File: config.mk
export PLATFORM = sky130hd
export DESIGN_NAME = oad_decoder
export DESIGN_NICKNAME = d
export VERILOG_FILES = /design/src/shared/oad_pkg.sv /design/src/shared/oad_sel_if.sv /design/src/oad_gpr_map.sv /design/src/oad_decoder.sv
export SDC_FILE = /design/constraint.sdc
export NUM_CORES = 1
export LEC_CHECK = 0
export BUFFER_PORTS_ARGS = -buffer_cell sky130_fd_sc_hd__buf_2
export CAP_MARGIN = 30
export CORE_UTILIZATION = 64
export CTS_BUF_LIST = sky130_fd_sc_hd__clkbuf_4
export CTS_CLUSTER_DIAMETER = 120
export DETAILED_ROUTE_END_ITERATION = 10
export PLACE_DENSITY = 0.95
export RECOVER_POWER = 25
export SYNTH_ARGS = -nofsm -noshare
export SYNTH_HDL_FRONTEND = slang
export SYNTH_HIERARCHICAL = 1
export SYNTH_SLANG_ARGS = --single-unit
File: constraint.sdc
create_clock -name sys_clk -period 11.33 [get_ports sys_clk]
set_clock_uncertainty 0.2 [all_clocks]
set_input_delay 2.266 -clock sys_clk [delete_from_list [all_inputs] [get_ports sys_clk]]
set_output_delay 2.266 -clock sys_clk [all_outputs]
set_load 0.03 [all_outputs]
File: src/shared/oad_pkg.sv
// Shared constants and types for the operand addressing decoder
`default_nettype none
package oad_pkg;

  // Addressing form codes
  localparam logic [1:0] OAD_MOD_NODISP = 2'h0;
  localparam logic [1:0] OAD_MOD_DISP8 = 2'h1;
  localparam logic [1:0] OAD_MOD_DISP16 = 2'h2;
  localparam logic [1:0] OAD_MOD_REG = 2'h3;

  // Operand select codes
  localparam logic [2:0] OAD_RM_BW_SI = 3'h0;
  localparam logic [2:0] OAD_RM_BW_DI = 3'h1;
  localparam logic [2:0] OAD_RM_BP_SI = 3'h2;
  localparam logic [2:0] OAD_RM_BP_DI = 3'h3;
  localparam logic [2:0] OAD_RM_SI = 3'h4;
  localparam logic [2:0] OAD_RM_DI = 3'h5;
  localparam logic [2:0] OAD_RM_BP = 3'h6;
  localparam logic [2:0] OAD_RM_DIRECT = 3'h6;

  // Segment override prefix fixed bits, around the 2-bit field
  localparam logic [2:0] OAD_PFX_HI = 3'h1;
  localparam logic [2:0] OAD_PFX_LO = 3'h6;

  // Flag word bit positions; other bits read zero
  localparam int OAD_FB_CARRY = 0;
  localparam int OAD_FB_PARITY = 2;
  localparam int OAD_FB_AUX = 4;
  localparam int OAD_FB_ZERO = 6;
  localparam int OAD_FB_SIGN = 7;
  localparam int OAD_FB_TRAP = 8;
  localparam int OAD_FB_INTEN = 9;
  localparam int OAD_FB_DIR = 10;
  localparam int OAD_FB_OVF = 11;

  // Fixed values
  localparam logic [7:0] OAD_SHIFT_ONE = 8'h01;
  localparam logic [15:0] OAD_ZERO_WORD = 16'h0000;

  // Register identities: words first, then low bytes, then high bytes
  typedef enum logic [3:0] {
    OAD_R_ACCUM_W, OAD_R_COUNT_W, OAD_R_DATA_W, OAD_R_BASE_W,
    OAD_R_STACK_PTR, OAD_R_BASE_PTR, OAD_R_SRC_IDX, OAD_R_DEST_IDX,
    OAD_R_ACCUM_LO, OAD_R_COUNT_LO, OAD_R_DATA_LO, OAD_R_BASE_LO,
    OAD_R_ACCUM_HI, OAD_R_COUNT_HI, OAD_R_DATA_HI, OAD_R_BASE_HI
  } oad_gpr_t;

  // Segment identities in field order 00..11
  typedef enum logic [1:0] {
    OAD_SEG_EXTRA, OAD_SEG_CODE, OAD_SEG_STACK, OAD_SEG_DATA
  } oad_seg_t;

endpackage
`default_nettype wire

File: src/shared/oad_sel_if.sv
// Register select carrier between decoder and code mapper
`timescale 1ns/100ps
`default_nettype none
interface oad_sel_if;
  import oad_pkg::*;
  logic [2:0] code;
  logic word;
  oad_gpr_t id;
  modport mapper (input code, input word, output id);
  modport user (output code, output word, input id);
endinterface
`default_nettype wire

File: src/oad_gpr_map.sv
// Maps a 3-bit register code and size bit to a register identity
`timescale 1ns/100ps
`default_nettype none
module oad_gpr_map (
  // Select carrier
  oad_sel_if.mapper sel
);
  import oad_pkg::*;

  // Enum order is words then bytes, so the size bit picks the half
  always_comb begin
    sel.id = oad_gpr_t'({~sel.word, sel.code});
  end

endmodule // oad_gpr_map
`default_nettype wire

File: src/oad_decoder.sv
// Operand addressing decoder: byte sequencer and operand resolution
`timescale 1ns/100ps
`default_nettype none
module oad_decoder (
  // Clock, reset, enable
  input wire logic sys_clk,
  input wire logic rst,
  input wire logic clk_en,
  // Instruction byte stream from fetch
  input wire logic byte_valid,
  input wire logic [7:0] byte_data,
  output logic byte_ready,
  // Opcode class, presented with the opcode byte
  input wire logic op_need_modrm,
  input wire logic op_need_imm,
  input wire logic op_has_sext,
  input wire logic op_is_shift,
  input wire logic op_is_str_cmp,
  input wire logic repeat_match_bit,
  // Datapath register values
  input wire logic [15:0] base_word_reg,
  input wire logic [15:0] base_pointer,
  input wire logic [15:0] source_index,
  input wire logic [15:0] dest_index,
  input wire logic [7:0] count_low_byte,
  // Datapath flags
  input wire logic overflow_flag,
  input wire logic direction_flag,
  input wire logic int_enable_flag,
  input wire logic trap_flag,
  input wire logic sign_flag,
  input wire logic zero_flag,
  input wire logic aux_carry_flag,
  input wire logic parity_flag,
  input wire logic carry_flag,
  // Decoded controls
  output logic decode_valid,
  output logic to_reg_dest,
  output logic word_op,
  output logic rm_is_reg,
  output oad_pkg::oad_gpr_t reg_operand,
  output oad_pkg::oad_gpr_t rm_operand,
  output logic [15:0] offset_value,
  output logic [15:0] effective_address,
  output logic [15:0] imm_operand,
  output logic [7:0] shift_count,
  output logic rep_continue,
  output logic seg_override,
  output oad_pkg::oad_seg_t seg_select,
  output logic [15:0] flags_word,
  output logic cond_above,
  output logic cond_below,
  output logic cond_greater,
  output logic cond_less
);
  import oad_pkg::*;

  typedef enum logic [2:0] {
    ST_OPCODE, ST_MODRM, ST_DISP_LO, ST_DISP_HI,
    ST_IMM_LO, ST_IMM_HI, ST_FINISH
  } oad_st_t;

  typedef struct packed {
    oad_st_t st;
    logic dbit;
    logic wbit;
    logic sbit;
    logic need_imm;
    logic vbit;
    logic str_cmp;
    logic zbit;
    logic [1:0] mod;
    logic [2:0] regf;
    logic [2:0] rm;
    logic [7:0] disp_lo;
    logic [7:0] disp_hi;
    logic [7:0] imm_lo;
    logic [7:0] imm_hi;
    logic ovr;
    logic [1:0] seg;
    logic pfx_seen;
    logic [1:0] pfx_seg;
    logic ready;
    logic valid;
    logic to_reg;
    logic word;
    logic rm_reg;
    oad_gpr_t reg_id;
    oad_gpr_t rm_id;
    logic [15:0] offs;
    logic [15:0] ea;
    logic [15:0] imm;
    logic [7:0] shcnt;
    logic rep_go;
    logic [15:0] flw;
    logic above;
    logic below;
    logic greater;
    logic less;
  } oad_state_t;

  oad_state_t r_reg;
  oad_state_t r_next;
  logic take;
  logic is_prefix;
  logic [15:0] disp_word;
  logic [15:0] disp_sext;
  logic [15:0] offs_c;

  oad_sel_if reg_sel ();
  oad_sel_if rm_sel ();

  // Two mappers: one for the register field, one for a register operand
  oad_gpr_map u_map_reg (.sel(reg_sel.mapper));
  oad_gpr_map u_map_rm (.sel(rm_sel.mapper));

  // Register codes are resolved with the instruction's size bit
  assign reg_sel.code = r_reg.regf;
  assign reg_sel.word = r_reg.wbit;
  assign rm_sel.code = r_reg.rm;
  assign rm_sel.word = r_reg.wbit;

  // A byte is consumed only while enabled, offered and accepted
  assign take = clk_en & byte_valid & r_reg.ready;
  assign is_prefix = (byte_data[7:5] == OAD_PFX_HI) &&
                     (byte_data[2:0] == OAD_PFX_LO);
  assign disp_word = {r_reg.disp_hi, r_reg.disp_lo};
  assign disp_sext = {{8{r_reg.disp_lo[7]}}, r_reg.disp_lo};

  // Offset by addressing form
  always_comb begin
    case (r_reg.mod)
      OAD_MOD_DISP8: offs_c = disp_sext;
      OAD_MOD_DISP16: offs_c = disp_word;
      default: offs_c = OAD_ZERO_WORD;
    endcase
  end

  // Byte sequencer and result computation
  always_comb begin
    r_next = r_reg;
    r_next.valid = 1'b0;
    case (r_reg.st)
      ST_OPCODE: begin
        if (take && is_prefix) begin
          // Prefix only records the segment; opcode still to come
          r_next.pfx_seen = 1'b1;
          r_next.pfx_seg = byte_data[4:3];
        end else if (take) begin
          r_next.dbit = byte_data[1];
          r_next.wbit = byte_data[0];
          r_next.sbit = op_has_sext & byte_data[1];
          r_next.vbit = op_is_shift & byte_data[1];
          r_next.need_imm = op_need_imm;
          r_next.str_cmp = op_is_str_cmp;
          r_next.zbit = repeat_match_bit;
          r_next.mod = OAD_MOD_NODISP;
          r_next.regf = 3'h0;
          r_next.rm = 3'h0;
          r_next.disp_lo = 8'h00;
          r_next.disp_hi = 8'h00;
          r_next.imm_lo = 8'h00;
          r_next.imm_hi = 8'h00;
          if (op_need_modrm) begin
            r_next.st = ST_MODRM;
          end else if (op_need_imm) begin
            r_next.st = ST_IMM_LO;
          end else begin
            r_next.st = ST_FINISH;
          end
        end
      end
      ST_MODRM: begin
        if (take) begin
          r_next.mod = byte_data[7:6];
          r_next.regf = byte_data[5:3];
          r_next.rm = byte_data[2:0];
          // Displacement comes straight after this second byte
          if (byte_data[7:6] == OAD_MOD_DISP8 ||
              byte_data[7:6] == OAD_MOD_DISP16 ||
              (byte_data[7:6] == OAD_MOD_NODISP &&
               byte_data[2:0] == OAD_RM_DIRECT)) begin
            r_next.st = ST_DISP_LO;
          end else if (r_reg.need_imm) begin
            r_next.st = ST_IMM_LO;
          end else begin
            r_next.st = ST_FINISH;
          end
        end
      end
      ST_DISP_LO: begin
        if (take) begin
          r_next.disp_lo = byte_data;
          if (r_reg.mod == OAD_MOD_DISP8) begin
            // Single byte form: no high byte follows
            r_next.st = r_reg.need_imm ? ST_IMM_LO : ST_FINISH;
          end else begin
            r_next.st = ST_DISP_HI;
          end
        end
      end
      ST_DISP_HI: begin
        if (take) begin
          r_next.disp_hi = byte_data;
          r_next.st = r_reg.need_imm ? ST_IMM_LO : ST_FINISH;
        end
      end
      ST_IMM_LO: begin
        if (take) begin
          r_next.imm_lo = byte_data;
          if (r_reg.wbit && !r_reg.sbit) begin
            r_next.st = ST_IMM_HI;
          end else begin
            r_next.st = ST_FINISH;
          end
        end
      end
      ST_IMM_HI: begin
        if (take) begin
          r_next.imm_hi = byte_data;
          r_next.st = ST_FINISH;
        end
      end
      ST_FINISH: begin
        r_next.valid = 1'b1;
        r_next.to_reg = r_reg.dbit;
        r_next.word = r_reg.wbit;
        r_next.rm_reg = (r_reg.mod == OAD_MOD_REG);
        r_next.reg_id = reg_sel.id;
        r_next.rm_id = rm_sel.id;
        r_next.offs = offs_c;
        // Sums are 16 bits wide, so carries out of bit 15 are dropped
        if (r_reg.mod == OAD_MOD_NODISP && r_reg.rm == OAD_RM_DIRECT) begin
          r_next.ea = disp_word;
        end else if (r_reg.rm == OAD_RM_BW_SI) begin
          r_next.ea = base_word_reg + source_index + offs_c;
        end else if (r_reg.rm == OAD_RM_BW_DI) begin
          r_next.ea = base_word_reg + dest_index + offs_c;
        end else if (r_reg.rm == OAD_RM_BP_SI) begin
          r_next.ea = base_pointer + source_index + offs_c;
        end else if (r_reg.rm == OAD_RM_BP_DI) begin
          r_next.ea = base_pointer + dest_index + offs_c;
        end else if (r_reg.rm == OAD_RM_SI) begin
          r_next.ea = source_index + offs_c;
        end else if (r_reg.rm == OAD_RM_DI) begin
          r_next.ea = dest_index + offs_c;
        end else if (r_reg.rm == OAD_RM_BP) begin
          r_next.ea = base_pointer + offs_c;
        end else begin
          r_next.ea = base_word_reg + offs_c;
        end
        // Immediate: byte, sign-extended byte or full word
        if (!r_reg.wbit) begin
          r_next.imm = {8'h00, r_reg.imm_lo};
        end else if (r_reg.sbit) begin
          r_next.imm = {{8{r_reg.imm_lo[7]}}, r_reg.imm_lo};
        end else begin
          r_next.imm = {r_reg.imm_hi, r_reg.imm_lo};
        end
        r_next.shcnt = r_reg.vbit ? count_low_byte : OAD_SHIFT_ONE;
        // Non-comparing primitives never stop on the zero flag
        r_next.rep_go = r_reg.str_cmp ?
                        (zero_flag == r_reg.zbit) : 1'b1;
        r_next.flw = OAD_ZERO_WORD;
        r_next.flw[OAD_FB_CARRY] = carry_flag;
        r_next.flw[OAD_FB_PARITY] = parity_flag;
        r_next.flw[OAD_FB_AUX] = aux_carry_flag;
        r_next.flw[OAD_FB_ZERO] = zero_flag;
        r_next.flw[OAD_FB_SIGN] = sign_flag;
        r_next.flw[OAD_FB_TRAP] = trap_flag;
        r_next.flw[OAD_FB_INTEN] = int_enable_flag;
        r_next.flw[OAD_FB_DIR] = direction_flag;
        r_next.flw[OAD_FB_OVF] = overflow_flag;
        r_next.above = ~carry_flag & ~zero_flag;
        r_next.below = carry_flag;
        r_next.greater = ~(sign_flag ^ overflow_flag) & ~zero_flag;
        r_next.less = sign_flag ^ overflow_flag;
        // Report the prefix with this result, then forget it so the
        // next instruction starts without an override
        r_next.ovr = r_reg.pfx_seen;
        r_next.seg = r_reg.pfx_seg;
        r_next.pfx_seen = 1'b0;
        r_next.st = ST_OPCODE;
      end
      default: r_next.st = ST_OPCODE;
    endcase
    // Stall fetch for the single finish cycle before the result
    r_next.ready = (r_next.st != ST_FINISH);
  end

  // State register; ready is low for the first cycle after reset
  always_ff @(posedge sys_clk or posedge rst) begin
    if (rst) begin
      r_reg <= '0;
    end else if (clk_en) begin
      r_reg <= r_next;
    end
  end

  // Outputs straight from the state register
  assign byte_ready = r_reg.ready;
  assign decode_valid = r_reg.valid;
  assign to_reg_dest = r_reg.to_reg;
  assign word_op = r_reg.word;
  assign rm_is_reg = r_reg.rm_reg;
  assign reg_operand = r_reg.reg_id;
  assign rm_operand = r_reg.rm_id;
  assign offset_value = r_reg.offs;
  assign effective_address = r_reg.ea;
  assign imm_operand = r_reg.imm;
  assign shift_count = r_reg.shcnt;
  assign rep_continue = r_reg.rep_go;
  assign seg_override = r_reg.ovr;
  assign seg_select = oad_seg_t'(r_reg.seg);
  assign flags_word = r_reg.flw;
  assign cond_above = r_reg.above;
  assign cond_below = r_reg.below;
  assign cond_greater = r_reg.greater;
  assign cond_less = r_reg.less;
endmodule // oad_decoder
`default_nettype wire

==> flow_summary.yaml <==
outcome:
  status: "finished with violations"
  violations: "design-rule violations, max-capacitance violations, max-slew violations"
floorplanning:
  fp.dieW_um: 139
  std_cell_rows: 49
  die_area_um2: 19300
  io_pins: 192
  coreArea_um2: 18200
  start_util: 0.660
  die_h_um: 139
worst_hold_path:
  hold_path.class: "flop to flop"
cts:
  cts_made_buffers: 17
  cts_root_buf: "clkbuf_4"
  cts_tree: "done"
  htreeDepth: 4
  postCtsHoldBufs: 0
  post_cts_buffers: 0
  path_clk_slew_ps: 130
  clock_sink_count: 138
  cts_buffer_depth: 2
  insertion_delay_ps: 550
  cts_resized: 0
global_routing:
  grt_use_total: 0.340
  grt_pass1_wl_mm: 51.9
  gr-total-overflow: 0
  grt_pass1_vias: 10448
  antenna_found_initial: 1
  grt_max_degree: 67
placed_design:
  place_hpwl_mm: 24.3
  gp_congestion: 0.929
  dp_cells: 1672
  placed_area_um2: 12500
  portBuffers: 184
synthesis:
  synthesis.instances: 1376
  ys_ff_latch: 138
  synth_ff_type: "dfrtp_1"
  synth_edf_count: 0
  synth-async-reset-ratio: 1.00
  ys_types: 73
  synth-warning-count: 6
  netlist_area_um2: 12000
  ys_seq_area_frac: 0.287
  syn_avg_cell_area_um2: 8.73
timing:
  grt_setup_unrepaired: "no"
  maxClockFrequency_ghz: 0.194
  period_minus_slack_ps: 5160
  finalCritPeriodShare: 0.456
  maxSlewViolCount: 113
  worstMarginPinSlew_ps: 2420
  relSlewSlack: -0.623
  hold_violations: 0
  setup_viol: 0
  tns_ps: 0
finish:
  largest_reg_flops: 30
  nFillCells: 1348
  final_area_um2: 12800
  post_route_cells_drive_above_1_share: 0.182
  nNetsFinal: 1703
  area_growth_pct: 6.49
  layout_common_cells: "280 x nand2_1, 185 x buf_2, 137 x dfrtp_1"
  utilization: 0.703
  final_cells: 1706
  final_common_cell: "nand2_1"
drt:
  via_per_inst: 6.17
  routedWlPerCell_um: 18.6
  firstDrtPassIters: 9
  vias: 10522
  wirelength_mm: 31.8
  drc: 13
  drtIter0Drc: 1070
  drt.antenna.violating_nets: 0
critical_path:
  cpMaxStageDelayCell: "fa_1"
  cp_slowest_stage_delay_ps: 530
  critPathTopFamily: "adder cells"
  crit_fanout: 3
  worst_ep_required_time_ps: 11580
  path_class: "primary input to flop"
  critical_path_buf_inv_count: 2
  path_cells: "buf_2, fa_1, ha_1, inv_1, fa_1, nor2b_1, o31ai_1, a21oi_1, o41ai_4, nor3b_1, mux2i_1, o211ai_1, o32ai_1"
  cp-end-kind: "flop"
  start_kind: "primary input"
  arrival_ps: 5410
  cpMostUsedCell: "fa_1"
flow_run:
  maxCapViolCount: 2
power:
  powerDensity_nw_per_um2: 151
  leakagePower_nw: 6.26
  power_mw: 1.94
  vdd_drop_max_mv: 0.103
final timing paths:
path | from | to | slack, ps | cells past startpoint
max | base_pointer[1] | effective_address[15]$_DFFE_PP0P_ | 6170 | 13
min | r_reg[107]$_DFFE_PP0P_ | imm_operand[3]$_DFFE_PP0P_ | 270 | 2
max reg2reg | r_reg[135]$_DFFE_PP0P_ | effective_address[13]$_DFFE_PP0P_ | 6320 | 16
min reg2reg | r_reg[107]$_DFFE_PP0P_ | imm_operand[3]$_DFFE_PP0P_ | 270 | 2
max in group asynchronous | rst | disp_word[13]$_DFFE_PP0P_ | 6580 | 4
min in group asynchronous | rst | flags_word[0]$_DFFE_PP0P_ | 2150 | 2
layout make-up:
type	count	area (µm²)	area share
clock buffer	17	128	0.00998
antenna	1	2.50	0.000196
inverter	41	155	0.0121
sequential	138	3450	0.270
multi-input combinational	1061	7540	0.589
tap	229	287	0.0224
clock inverter	15	141	0.0111
timing repair buffer	204	1080	0.0848
per-stage QoR:
stage               worst slack (ps)  hold slack, ps
finish                          6170             273
global route                    5970             299
CTS                             6230             276
detailed placement              5670             251
global placement                5750             226
floorplan                       5170             222
layer usage:
layer,up-vias,part of all wire,GRT usage
met5,-,0,0.00752
met4,0,0.042,0.168
met3,118,0.083,0.0552
met2,548,0.47,0.553
met1,4986,0.41,0.443
li1,4870,-,-
power by group:
part / total [mW] / switching, mW / internal, mW / leakage, nW
Combinational: 0.893 / 0.589 / 0.304 / 4.29
Clock: 0.312 / 0.200 / 0.113 / 0.137
Sequential: 0.730 / 0.109 / 0.621 / 1.82
Total: 1.94 / 0.897 / 1.04 / 6.26
cell families (layout without fill, tap and decap cells):
family | count (synthesis) | count (layout) | share of synthesized area
mux | 29 | 29 | 0.0274
xor+xnor | 67 | 67 | 0.0501
fa+ha+maj | 141 | 141 | 0.187
compound gates | 325 | 325 | 0.178
buf+inv | 183 | 277 | 0.0872
flops | 138 | 138 | 0.287
simple gates | 492 | 492 | 0.182
other cells | 1 | 8 | 0.000312
cell usage after synthesis (7+ instances only):
library cell	n	area share
a211oi_1	30	0.019
a21boi_0	7	0.0044
a21o_1	20	0.012
a21oi_1	62	0.026
a221oi_1	8	0.0058
a22o_1	9	0.0066
a31oi_1	29	0.015
and2_1	15	0.0078
buf_1	7	0.0022
buf_4	88	0.055
clkbuf_1	40	0.012
dfrtp_1	138	0.29
fa_1	65	0.11
ha_1	76	0.079
inv_1	40	0.012
mux2_2	21	0.020
mux2i_1	7	0.0058
nand2_1	280	0.087
nand2b_1	21	0.011
nand3_1	27	0.011
nor2_1	64	0.020
nor2b_1	27	0.014
nor3_1	22	0.0092
o211ai_1	8	0.0050
o21a_1	10	0.0062
o21ai_0	78	0.032
o22ai_1	11	0.0057
o31ai_1	8	0.0050
or3_1	9	0.0047
xnor2_1	38	0.028
xor2_1	28	0.020
worst reg2reg max path, cell delays in order (launching register included):
cell and delay (ps):
dfrtp_1 440, inv_1 90, ha_1 460, o21a_1 350
and2_1 440, fa_1 490, ha_1 230, inv_1 100
fa_1 210, nor2b_1 70, o31ai_1 490, a21oi_1 260
o41ai_4 370, o21bai_1 140, xnor2_1 140, a211o_1 310
a31oi_1 160
Power figures use the tool's default switching activity.
